File: src/core/twm_map.svh
// Purpose: register indices, field positions and counts of the two-wire master
// Assumes: byte address of a register is four times its index
// Notes:   definitions only
`ifndef TWM_MAP_SVH
`define TWM_MAP_SVH

// register indices; byte address is the index shifted left by two
`define TWM_IDX_EN   16'h4340
`define TWM_IDX_CTL  16'h4342
`define TWM_IDX_DAT  16'h4344
`define TWM_IDX_IE   16'h4346

// module_enable fields
`define TWM_EN_BIT   0
// control_status fields
`define TWM_START_REQUEST_BIT_BIT 0
`define TWM_STOP_BIT 1
`define TWM_NF_BIT   4
`define TWM_TBSY_BIT 8
`define TWM_RBSY_BIT 9
// transfer_data fields
`define TWM_ACK_BIT  8
`define TWM_TXE_BIT  9
`define TWM_RXE_BIT  10
`define TWM_RDY_BIT  11
// interrupt_enable fields
`define TWM_TIE_BIT  0
`define TWM_RIE_BIT  1

// reset values and counts
`define TWM_RST16    16'h0000
`define TWM_RST8     8'h00
`define TWM_CNT0     4'h0
`define TWM_ACK_SLOT 4'h8
`define TWM_NF_LEN   3

`endif

File: src/core/twm_pkg.sv
// Purpose: shared types of the two-wire master
// Assumes: constants live in twm_map.svh
// Notes:   states, line bundle and engine events
package twm_pkg;

  typedef enum logic [3:0] {
    TWM_IDLE   = 4'b0000,
    TWM_ST_RLS = 4'b0001,
    TWM_ST_HLD = 4'b0010,
    TWM_ST_SET = 4'b0011,
    TWM_BIT_SU = 4'b0100,
    TWM_BIT_LO = 4'b0101,
    TWM_BIT_HI = 4'b0110,
    TWM_SP_LOW = 4'b0111,
    TWM_SP_HI  = 4'b1000,
    TWM_SP_REL = 4'b1001
  } twm_state_t;

  typedef struct packed {
    logic scl;
    logic sda;
  } twm_lines_t;

  typedef struct packed {
    logic tx_load;
    logic tx_done;
    logic rx_first;
    logic rx_done;
    logic start_done;
    logic stop_done;
  } twm_ev_t;

endpackage

File: src/core/twm_master.sv
// Purpose: single-master two-wire controller with Avalon-MM register access
// Assumes: bit clock comes from an outside timer, sampled by core_clk
// Notes:   clock and data pins are open drain, driven only low
//
// Behaviour
// - transmit busy rises when any byte send starts, falls when it ends
// - after a sent byte the ack bit reads 0 for ACK, 1 for NAK
// - transmit and receive execute together: transmit goes first
// - receive releases data line, clocks, shifts bits in MSB first
// - receive execute clears when the first, MSB bit is taken
// - when the ninth pulse ends the shift register is copied to the data field
// - receive ready sets on that copy and clears on a data read
// - receive busy high from start of byte reception until done
// - received byte takes nine pulses; ninth drives the ack bit
// - stop raises data while clock high, frees bus, clears stop bit
// - start while busy makes a repeated start, bus stays busy
// - one interrupt output shared by both causes
// - transmit cause raised when data moves into shift register
// - data write clears transmit cause; without execute nothing is sent
// - receive cause raised when received data lands in data field
// - data read clears receive cause
// - no register tells which cause fired
// - registers are 16 bits, reserved bits read zero
// - enable bit starts and stops the module, resets to 0
// - start on free bus pulls data low with clock high, marks busy
// - sent bits change at falling clock, MSB first, ninth released
// - bit clock from outside timer drives shifting and the clock pin
// - noise filter bit filters both line inputs
//
// Implementation choice: the Avalon-MM interface to the registers.
`timescale 1ns/1ns
`include "twm_map.svh"

module twm_master
  import twm_pkg::*;
(
  input  wire logic        core_clk,
  input  wire logic        rst_b,
  input  wire logic [17:0] avs_address,
  input  wire logic        avs_read,
  input  wire logic        avs_write,
  input  wire logic [31:0] avs_writedata,
  input  wire logic [3:0]  avs_byteenable,
  output logic      [31:0] avs_readdata,
  output logic             avs_waitrequest,
  input  wire logic        bit_clk_in,
  input  wire logic        scl_in,
  output logic             scl_out,
  output logic             scl_oe,
  input  wire logic        sda_in,
  output logic             sda_out,
  output logic             sda_oe,
  output logic             irq
);

  // synchronisers and filtered lines
  twm_lines_t             ln_s1_r;
  twm_lines_t             ln_s2_r;
  twm_lines_t             ln_f_r;
  logic [`TWM_NF_LEN-1:0] hs_scl_r;
  logic [`TWM_NF_LEN-1:0] hs_sda_r;
  logic                   tc_s1_r;
  logic                   tc_s2_r;
  logic                   tc_d_r;
  logic                   t_rise;
  logic                   t_fall;

  // bus slave
  logic                   wait_r;
  logic [31:0]            rdata_r;
  logic [15:0]            rd_mux;
  logic                   wr_acc;
  logic                   rd_acc;
  logic                   sel_en;
  logic                   sel_ctl;
  logic                   sel_dat;
  logic                   sel_ie;
  logic                   wr_lo;
  logic                   wr_hi;

  // software registers
  logic                   en_r;
  logic                   nf_r;
  logic                   start_r;
  logic                   stop_r;
  logic                   tie_r;
  logic                   rie_r;
  logic                   txe_r;
  logic                   rxe_r;
  logic                   ack_r;
  logic [7:0]             data_r;
  logic                   rdy_r;
  logic                   txc_r;
  logic                   irq_r;

  // engine
  twm_state_t             state_r;
  logic [3:0]             cnt_r;
  logic [7:0]             sh_r;
  logic                   rx_r;
  logic                   smpd_r;
  logic                   smp_r;
  logic                   scl_oe_r;
  logic                   sda_oe_r;
  logic                   transmit_busy_flag_r;
  logic                   receive_busy_flag_r;
  logic                   busy_r;
  logic                   go_start;
  logic                   go_tx;
  logic                   go_rx;
  logic                   go_stop;
  logic [3:0]             cnt_nxt;
  twm_ev_t                ev;

  // open drain: the driven level is always low
  assign scl_out         = 1'b0;
  assign sda_out         = 1'b0;
  assign scl_oe          = scl_oe_r;
  assign sda_oe          = sda_oe_r;
  assign avs_readdata    = rdata_r;
  assign avs_waitrequest = wait_r;
  assign irq             = irq_r;

  // two-flop synchronisers for pins and timer clock
  always_ff @(posedge core_clk or negedge rst_b) begin
    if (!rst_b) begin
      ln_s1_r <= '{scl: 1'b1, sda: 1'b1};
      ln_s2_r <= '{scl: 1'b1, sda: 1'b1};
      tc_s1_r <= 1'b0;
      tc_s2_r <= 1'b0;
      tc_d_r  <= 1'b0;
    end else begin
      ln_s1_r <= '{scl: scl_in, sda: sda_in};
      ln_s2_r <= ln_s1_r;
      tc_s1_r <= bit_clk_in;
      tc_s2_r <= tc_s1_r;
      tc_d_r  <= tc_s2_r;
    end
  end

  // bit clock edges
  assign t_rise = tc_s2_r & ~tc_d_r;
  assign t_fall = ~tc_s2_r & tc_d_r;

  // noise filter: a level changes only after equal samples in a row
  always_ff @(posedge core_clk or negedge rst_b) begin
    if (!rst_b) begin
      hs_scl_r <= '1;
      hs_sda_r <= '1;
      ln_f_r   <= '{scl: 1'b1, sda: 1'b1};
    end else begin
      hs_scl_r <= {hs_scl_r[`TWM_NF_LEN-2:0], ln_s2_r.scl};
      hs_sda_r <= {hs_sda_r[`TWM_NF_LEN-2:0], ln_s2_r.sda};
      if (!nf_r) begin
        ln_f_r <= ln_s2_r;
      end else begin
        if (&hs_scl_r) ln_f_r.scl <= 1'b1;
        else if (~|hs_scl_r) ln_f_r.scl <= 1'b0;
        if (&hs_sda_r) ln_f_r.sda <= 1'b1;
        else if (~|hs_sda_r) ln_f_r.sda <= 1'b0;
      end
    end
  end

  // address decode and accepted accesses
  always_comb begin
    sel_en  = 1'b0;
    sel_ctl = 1'b0;
    sel_dat = 1'b0;
    sel_ie  = 1'b0;
    if (avs_address == {`TWM_IDX_EN, 2'b00}) sel_en = 1'b1;
    else if (avs_address == {`TWM_IDX_CTL, 2'b00}) sel_ctl = 1'b1;
    else if (avs_address == {`TWM_IDX_DAT, 2'b00}) sel_dat = 1'b1;
    else if (avs_address == {`TWM_IDX_IE, 2'b00}) sel_ie = 1'b1;
  end

  assign wr_acc = avs_write & ~wait_r;
  assign rd_acc = avs_read & ~wait_r;
  assign wr_lo  = wr_acc & avs_byteenable[0];
  assign wr_hi  = wr_acc & avs_byteenable[1];

  // read mux, reserved bits zero
  always_comb begin
    rd_mux = `TWM_RST16;
    if (sel_en) begin
      rd_mux[`TWM_EN_BIT] = en_r;
    end else if (sel_ctl) begin
      rd_mux[`TWM_START_REQUEST_BIT_BIT] = start_r;
      rd_mux[`TWM_STOP_BIT] = stop_r;
      rd_mux[`TWM_NF_BIT]   = nf_r;
      rd_mux[`TWM_TBSY_BIT] = transmit_busy_flag_r;
      rd_mux[`TWM_RBSY_BIT] = receive_busy_flag_r;
    end else if (sel_dat) begin
      rd_mux[7:0]          = data_r;
      rd_mux[`TWM_ACK_BIT] = ack_r;
      rd_mux[`TWM_TXE_BIT] = txe_r;
      rd_mux[`TWM_RXE_BIT] = rxe_r;
      rd_mux[`TWM_RDY_BIT] = rdy_r;
    end else if (sel_ie) begin
      rd_mux[`TWM_TIE_BIT] = tie_r;
      rd_mux[`TWM_RIE_BIT] = rie_r;
    end
  end

  // one wait state per access; read data captured with it
  always_ff @(posedge core_clk or negedge rst_b) begin
    if (!rst_b) begin
      wait_r  <= 1'b1;
      rdata_r <= 32'h00000000;
    end else if ((avs_read | avs_write) && wait_r) begin
      wait_r  <= 1'b0;
      rdata_r <= {16'h0000, rd_mux};
    end else begin
      wait_r  <= 1'b1;
    end
  end

  // decisions taken from idle
  assign go_start = en_r & start_r;
  assign go_tx    = en_r & ~start_r & txe_r;
  assign go_rx    = en_r & ~start_r & ~txe_r & rxe_r;
  assign go_stop  = en_r & ~start_r & ~txe_r & ~rxe_r & stop_r;
  assign cnt_nxt  = cnt_r + 4'h1;

  // engine events, decoded from the state machine for the software registers
  always_comb begin
    ev            = '0;
    ev.tx_load    = (state_r == TWM_IDLE) & go_tx;
    ev.rx_first   = (state_r == TWM_BIT_HI) & rx_r & ~smpd_r & ln_f_r.scl
                    & (cnt_r == `TWM_CNT0);
    ev.tx_done    = (state_r == TWM_BIT_HI) & ~rx_r & t_fall & smpd_r
                    & (cnt_r == `TWM_ACK_SLOT);
    ev.rx_done    = (state_r == TWM_BIT_HI) & rx_r & t_fall & smpd_r
                    & (cnt_r == `TWM_ACK_SLOT);
    ev.start_done = (state_r == TWM_ST_SET) & t_rise;
    ev.stop_done  = ((state_r == TWM_SP_REL) & t_fall & ln_f_r.scl)
                    | ((state_r == TWM_IDLE) & go_stop & ~busy_r);
  end

  // software registers, hardware updates after so that sets win
  always_ff @(posedge core_clk or negedge rst_b) begin
    if (!rst_b) begin
      en_r    <= 1'b0;
      nf_r    <= 1'b0;
      start_r <= 1'b0;
      stop_r  <= 1'b0;
      tie_r   <= 1'b0;
      rie_r   <= 1'b0;
      txe_r   <= 1'b0;
      rxe_r   <= 1'b0;
      ack_r   <= 1'b0;
      data_r  <= `TWM_RST8;
      rdy_r   <= 1'b0;
      txc_r   <= 1'b0;
    end else begin
      if (wr_lo && sel_en) en_r <= avs_writedata[`TWM_EN_BIT];
      if (wr_lo && sel_ctl) begin
        nf_r    <= avs_writedata[`TWM_NF_BIT];
        start_r <= avs_writedata[`TWM_START_REQUEST_BIT_BIT];
        stop_r  <= avs_writedata[`TWM_STOP_BIT];
      end
      if (wr_lo && sel_ie) begin
        tie_r <= avs_writedata[`TWM_TIE_BIT];
        rie_r <= avs_writedata[`TWM_RIE_BIT];
      end
      if (wr_lo && sel_dat) begin
        data_r <= avs_writedata[7:0];
        txc_r  <= 1'b0;
      end
      if (wr_hi && sel_dat) begin
        ack_r <= avs_writedata[`TWM_ACK_BIT];
        txe_r <= avs_writedata[`TWM_TXE_BIT];
        rxe_r <= avs_writedata[`TWM_RXE_BIT];
      end
      if (rd_acc && sel_dat) rdy_r <= 1'b0;
      // hardware side
      if (ev.tx_load) begin
        txc_r <= 1'b1;
        if (!(wr_hi && sel_dat)) txe_r <= 1'b0;
      end
      if (ev.rx_first && !(wr_hi && sel_dat)) rxe_r <= 1'b0;
      if (ev.rx_done) begin
        data_r <= sh_r;
        rdy_r  <= 1'b1;
      end
      if (ev.tx_done) ack_r <= smp_r;
      if (ev.start_done && !(wr_lo && sel_ctl)) start_r <= 1'b0;
      if (ev.stop_done && !(wr_lo && sel_ctl)) stop_r <= 1'b0;
    end
  end

  // shared interrupt, no cause register
  always_ff @(posedge core_clk or negedge rst_b) begin
    if (!rst_b) irq_r <= 1'b0;
    else irq_r <= (txc_r & tie_r) | (rdy_r & rie_r);
  end

  // bus state machine
  always_ff @(posedge core_clk or negedge rst_b) begin
    if (!rst_b) begin
      state_r  <= TWM_IDLE;
      cnt_r    <= `TWM_CNT0;
      sh_r     <= `TWM_RST8;
      rx_r     <= 1'b0;
      smpd_r   <= 1'b0;
      smp_r    <= 1'b0;
      scl_oe_r <= 1'b0;
      sda_oe_r <= 1'b0;
      transmit_busy_flag_r  <= 1'b0;
      receive_busy_flag_r  <= 1'b0;
      busy_r   <= 1'b0;
    end else if (!en_r) begin
      state_r  <= TWM_IDLE;
      scl_oe_r <= 1'b0;
      sda_oe_r <= 1'b0;
      transmit_busy_flag_r  <= 1'b0;
      receive_busy_flag_r  <= 1'b0;
      busy_r   <= 1'b0;
    end else begin
      case (state_r)
        TWM_IDLE: begin
          if (go_start) begin
            if (busy_r) begin
              sda_oe_r <= 1'b0;
              state_r  <= TWM_ST_RLS;
            end else begin
              scl_oe_r <= 1'b0;
              state_r  <= TWM_ST_HLD;
            end
          end else if (go_tx) begin
            sh_r    <= data_r;
            rx_r    <= 1'b0;
            cnt_r   <= `TWM_CNT0;
            transmit_busy_flag_r <= 1'b1;
            state_r <= TWM_BIT_SU;
          end else if (go_rx) begin
            rx_r    <= 1'b1;
            cnt_r   <= `TWM_CNT0;
            receive_busy_flag_r <= 1'b1;
            state_r <= TWM_BIT_SU;
          end else if (go_stop && busy_r) begin
            state_r <= TWM_SP_LOW;
          end
        end
        // repeated start: release clock with data high
        TWM_ST_RLS: begin
          if (t_rise) begin
            scl_oe_r <= 1'b0;
            state_r  <= TWM_ST_HLD;
          end
        end
        // data falls while clock line is high
        TWM_ST_HLD: begin
          if (t_fall && ln_f_r.scl) begin
            sda_oe_r <= 1'b1;
            state_r  <= TWM_ST_SET;
          end
        end
        TWM_ST_SET: begin
          if (t_rise) begin
            scl_oe_r <= 1'b1;
            busy_r   <= 1'b1;
            state_r  <= TWM_IDLE;
          end
        end
        // first bit placed at a falling edge
        TWM_BIT_SU: begin
          if (t_fall) begin
            scl_oe_r <= 1'b1;
            sda_oe_r <= rx_r ? 1'b0 : ~sh_r[7];
            state_r  <= TWM_BIT_LO;
          end
        end
        TWM_BIT_LO: begin
          if (t_rise) begin
            scl_oe_r <= 1'b0;
            smpd_r   <= 1'b0;
            state_r  <= TWM_BIT_HI;
          end
        end
        // sample once the line is really high, then wait falling edge
        TWM_BIT_HI: begin
          if (!smpd_r && ln_f_r.scl) begin
            smpd_r <= 1'b1;
            smp_r  <= ln_f_r.sda;
            if (rx_r && cnt_r != `TWM_ACK_SLOT) begin
              sh_r <= {sh_r[6:0], ln_f_r.sda};
            end
          end
          if (t_fall && smpd_r) begin
            scl_oe_r <= 1'b1;
            if (cnt_r == `TWM_ACK_SLOT) begin
              sda_oe_r <= 1'b0;
              transmit_busy_flag_r  <= 1'b0;
              receive_busy_flag_r  <= 1'b0;
              state_r  <= TWM_IDLE;
            end else begin
              cnt_r <= cnt_nxt;
              if (!rx_r) sh_r <= {sh_r[6:0], 1'b0};
              if (cnt_nxt == `TWM_ACK_SLOT) begin
                sda_oe_r <= rx_r ? ~ack_r : 1'b0;
              end else begin
                sda_oe_r <= rx_r ? 1'b0 : ~sh_r[6];
              end
              state_r <= TWM_BIT_LO;
            end
          end
        end
        // stop: data low, clock high, then data high
        TWM_SP_LOW: begin
          if (t_fall) begin
            sda_oe_r <= 1'b1;
            state_r  <= TWM_SP_HI;
          end
        end
        TWM_SP_HI: begin
          if (t_rise) begin
            scl_oe_r <= 1'b0;
            state_r  <= TWM_SP_REL;
          end
        end
        TWM_SP_REL: begin
          if (t_fall && ln_f_r.scl) begin
            sda_oe_r <= 1'b0;
            busy_r   <= 1'b0;
            state_r  <= TWM_IDLE;
          end
        end
        default: state_r <= TWM_IDLE;
      endcase
    end
  end

endmodule // twm_master

File: config.mk
export PLATFORM = sky130hd
export DESIGN_NAME = twm_master
export DESIGN_NICKNAME = d
export VERILOG_FILES = /design/src/core/twm_pkg.sv /design/src/core/twm_master.sv
export VERILOG_INCLUDE_DIRS = /design/src /design/src/core
export SDC_FILE = /design/constraint.sdc
export NUM_CORES = 1
export LEC_CHECK = 0
export BUFFER_PORTS_ARGS = -buffer_cell sky130_fd_sc_hd__buf_2
export CAP_MARGIN = 20
export CORE_ASPECT_RATIO = 0.75
export CORE_UTILIZATION = 24
export CTS_CLUSTER_SIZE = 10
export DETAILED_ROUTE_END_ITERATION = 10
export HOLD_SLACK_MARGIN = 0.05
export PLACE_DENSITY = 0.54
export RECOVER_POWER = 25
export SLEW_MARGIN = 20
export SYNTH_ARGS = -nofsm -noshare
export SYNTH_HDL_FRONTEND = slang
export SYNTH_SLANG_ARGS = --single-unit
File: constraint.sdc
create_clock -name core_clk -period 4 [get_ports core_clk]
set_input_delay 0.4 -clock core_clk [delete_from_list [all_inputs] [get_ports core_clk]]
set_output_delay 0.4 -clock core_clk [all_outputs]
set_load 0.02 [all_outputs]
==> impl_metrics.env <==
export IMPL_crit_required_ns=4.19
export IMPL_cts_clk_slew_worst_paths_ns=0.06
export IMPL_port_buffer_count=53
export IMPL_drt_iter0_drc=281
export IMPL_worst_setup_path_end_kind="flip-flop"
export IMPL_power_density_mw_per_mm2=604
export IMPL_drive_gt1_frac=0.233
export IMPL_ir_drop_v=0.000206
export IMPL_antenna_found_initial=0
export IMPL_period_share=0.692
export IMPL_ioPinCount=99
export IMPL_fin_nets=491
export IMPL_synth_cell_types=60
export IMPL_netlist_area_mm2=0.00389
export IMPL_fp_dieH_um=112
export IMPL_antenna_cells=0
export IMPL_final_util=0.294
export IMPL_cp_start_kind="flip-flop"
export IMPL_arrival_ns=2.96
export IMPL_rsz0062_at_grt="no"
export IMPL_p_sw_frac=0.355
export IMPL_wl_per_cell_um=15.5
export IMPL_synth_top_area_frac=0.379
export IMPL_synth_area_leaders="dfrtp_1 38%, dfstp_2 8.8%, a22o_1 5.2%"
export IMPL_clk_path_buf_depth=2
export IMPL_syn_avg_cell_area_um2=10.2
export IMPL_viasPerCell=4.79
export IMPL_criticalPathCategory="flip-flop to flip-flop"
export IMPL_coreArea_mm2=0.0155
export IMPL_cts_repair_resized=0
export IMPL_firstDrtPassIters=5
export IMPL_initial_core_util=0.251
export IMPL_grt_pass1_wl_um=16200
export IMPL_synth_edf_count=0
export IMPL_fin_crit_ns=2.77
export IMPL_grt_max_degree=73
export IMPL_netlist_instances=382
export IMPL_cts_made_buffers=9
export IMPL_worstMarginPinSlew_ns=1.81
export IMPL_fmax_mhz=361
export IMPL_p_int_mw=1.78
export IMPL_totalWireLength_um=9870
export IMPL_die_area_mm2=0.0167
export IMPL_hp_class="primary input to flip-flop"
export IMPL_cts_root_buf="clkbuf_16"
export IMPL_seqPwrFrac=0.393
export IMPL_violations="capacitance limit, slew limit"
export IMPL_switching_power_mw=0.978
export IMPL_final_common_cell="dfrtp_1"
export IMPL_htreeDepth=3
export IMPL_synth_area_leader_cell="dfrtp_1"
export IMPL_setup_viol=0
export IMPL_postCtsSetupRepairBufs=0
export IMPL_final_cell_mix="59 x dfrtp_1, 52 x buf_2, 25 x nand2_1"
export IMPL_grt_pass1_vias=2929
export IMPL_die_w_um=149
export IMPL_slew_headroom=-0.206
export IMPL_yosysWarnings=0
export IMPL_synth_flop_cell="dfrtp_1"
export IMPL_ys_seq_area_frac=0.467
export IMPL_hpwl_um=7300
export IMPL_clock_sinks=72
export IMPL_comb_power_share=0.300
export IMPL_via_count=3058
export IMPL_cp_max_fo=22
export IMPL_hold_slack_ns=0.168
export IMPL_clock_latency_ns=0.33
export IMPL_p_leak_nw=2.00
export IMPL_drc_errors=0
export IMPL_cts_tree="built"
export IMPL_ys_seq_elements=72
export IMPL_final_setup_tns_ns=0
export IMPL_grt_usage=0.126
export IMPL_status="complete, but fails checks"
export IMPL_routabilityCongestion=0.884
export IMPL_hold_viol_final=0
export IMPL_detail_route_antenna_nets=0
export IMPL_rows=39
export IMPL_grt_overflow_total=0
export IMPL_slew_viol_final=73
export IMPL_maxCapViolCount=1
export IMPL_synthArstFlopShare=1.00
export IMPL_cts_hold_buf=0
export IMPL_power_frac_clock=0.307
export IMPL_area_growth_pct=17.2
export IMPL_finalClockSkew_ns=0.00390
[flip-flops by register name, summed over array words and instances, names as in the netlist, 2 cells and up]
name,count
data_r,8
hs_sda_r,3
hs_scl_r,3
ln_f_r,2
avs_readdata,12
ln_s2_r,2
state_r,4
sh_r,8
ln_s1_r,2
cnt_r,4
[layer usage]
metal,wire length (um),up-vias,track usage
li1,-,1461,-
met1,5160,1516,0.193
met2,4170,73,0.167
met3,484,8,0.0350
met4,57,0,0.0361
met5,0,-,0
[area by class of cell]
cell class / instances / area [um2]
tap: 205 / 256
multi-input combinational: 276 / 1850
fill: 1625 / 11000
sequential: 72 / 1820
timing repair buffer: 54 / 273
clock inverter: 6 / 83.8
inverter: 15 / 56.3
clock buffer: 10 / 229
[stage by stage]
stage               power [mW]  setup slack (ns)  area (um2)  cells
floorplan                 1.71              1.96        3970    403
global placement          1.90              1.28        4250    622
detailed placement        1.91              1.26        4250    622
CTS                       2.77              1.25        4560    638
global route              2.94             0.943        4560    638
finish                    2.76              1.23        4560    638
[power groups by stage]
stage          clock network (mW)  registers, mW  logic, mW
2_1_floorplan                   0          0.951      0.755
4_1_cts                     0.868           1.08      0.826
3_3_place_gp                    0           1.09      0.810
6_report                    0.845           1.08      0.828
5_1_grt                     0.912           1.11      0.918
3_5_place_dp                    0           1.09      0.819
[worst paths after layout]
check / startpoint / to / slack, ns / depth (start not counted)
max: state_r[3] / data_r[6] / 1.23 / 5
min: scl_in / ln_s1_r[1] / 0.17 / 1
max reg2reg: state_r[3] / data_r[6] / 1.23 / 5
min reg2reg: tc_s1_r / tc_s2_r / 0.35 / 0
max in group asynchronous: rst_b / irq / 2.38 / 1
min in group asynchronous: rst_b / cnt_r[0] / 0.56 / 1
[worst max-delay path, cell delays in order (launching register included)]
cell	delay, ns
dfrtp_1	0.62
nand4bb_1	0.78
nor3_1	0.54
nand2_1	0.41
nor2_1	0.21
a21oi_1	0.06
[kinds of logic after synthesis]
logic type      synth area share
compound gates             0.177
xor+xnor                 0.00225
fa+ha+maj                0.00643
buf+inv                   0.0800
flops                      0.467
mux                       0.0743
other cells             0.000963
simple gates               0.192
[cell usage after synthesis, drive strengths merged (2+ instances only)]
cell type and instances:
nand4 3, o41ai 2, nand3b 7, nor3 9
o2111ai 3, mux2i 12, and2 3, o31ai 2
nor4 5, nand2b 8, a211oi 3, a21o 2
nor3b 5, or4 7, inv 14, o211ai 2
dfstp 13, nor4b 2, dfrtp 59, nor2 21
mux2 13, o21ai 22, nor2b 8, nor4bb 2
ha 2, nand3 13, clkbuf 10, and3 3
and3b 2, a21oi 23, a22o 23, o21a 2
a22oi 5, buf 30, nand2 26
(Power assumes the default switching activity.)
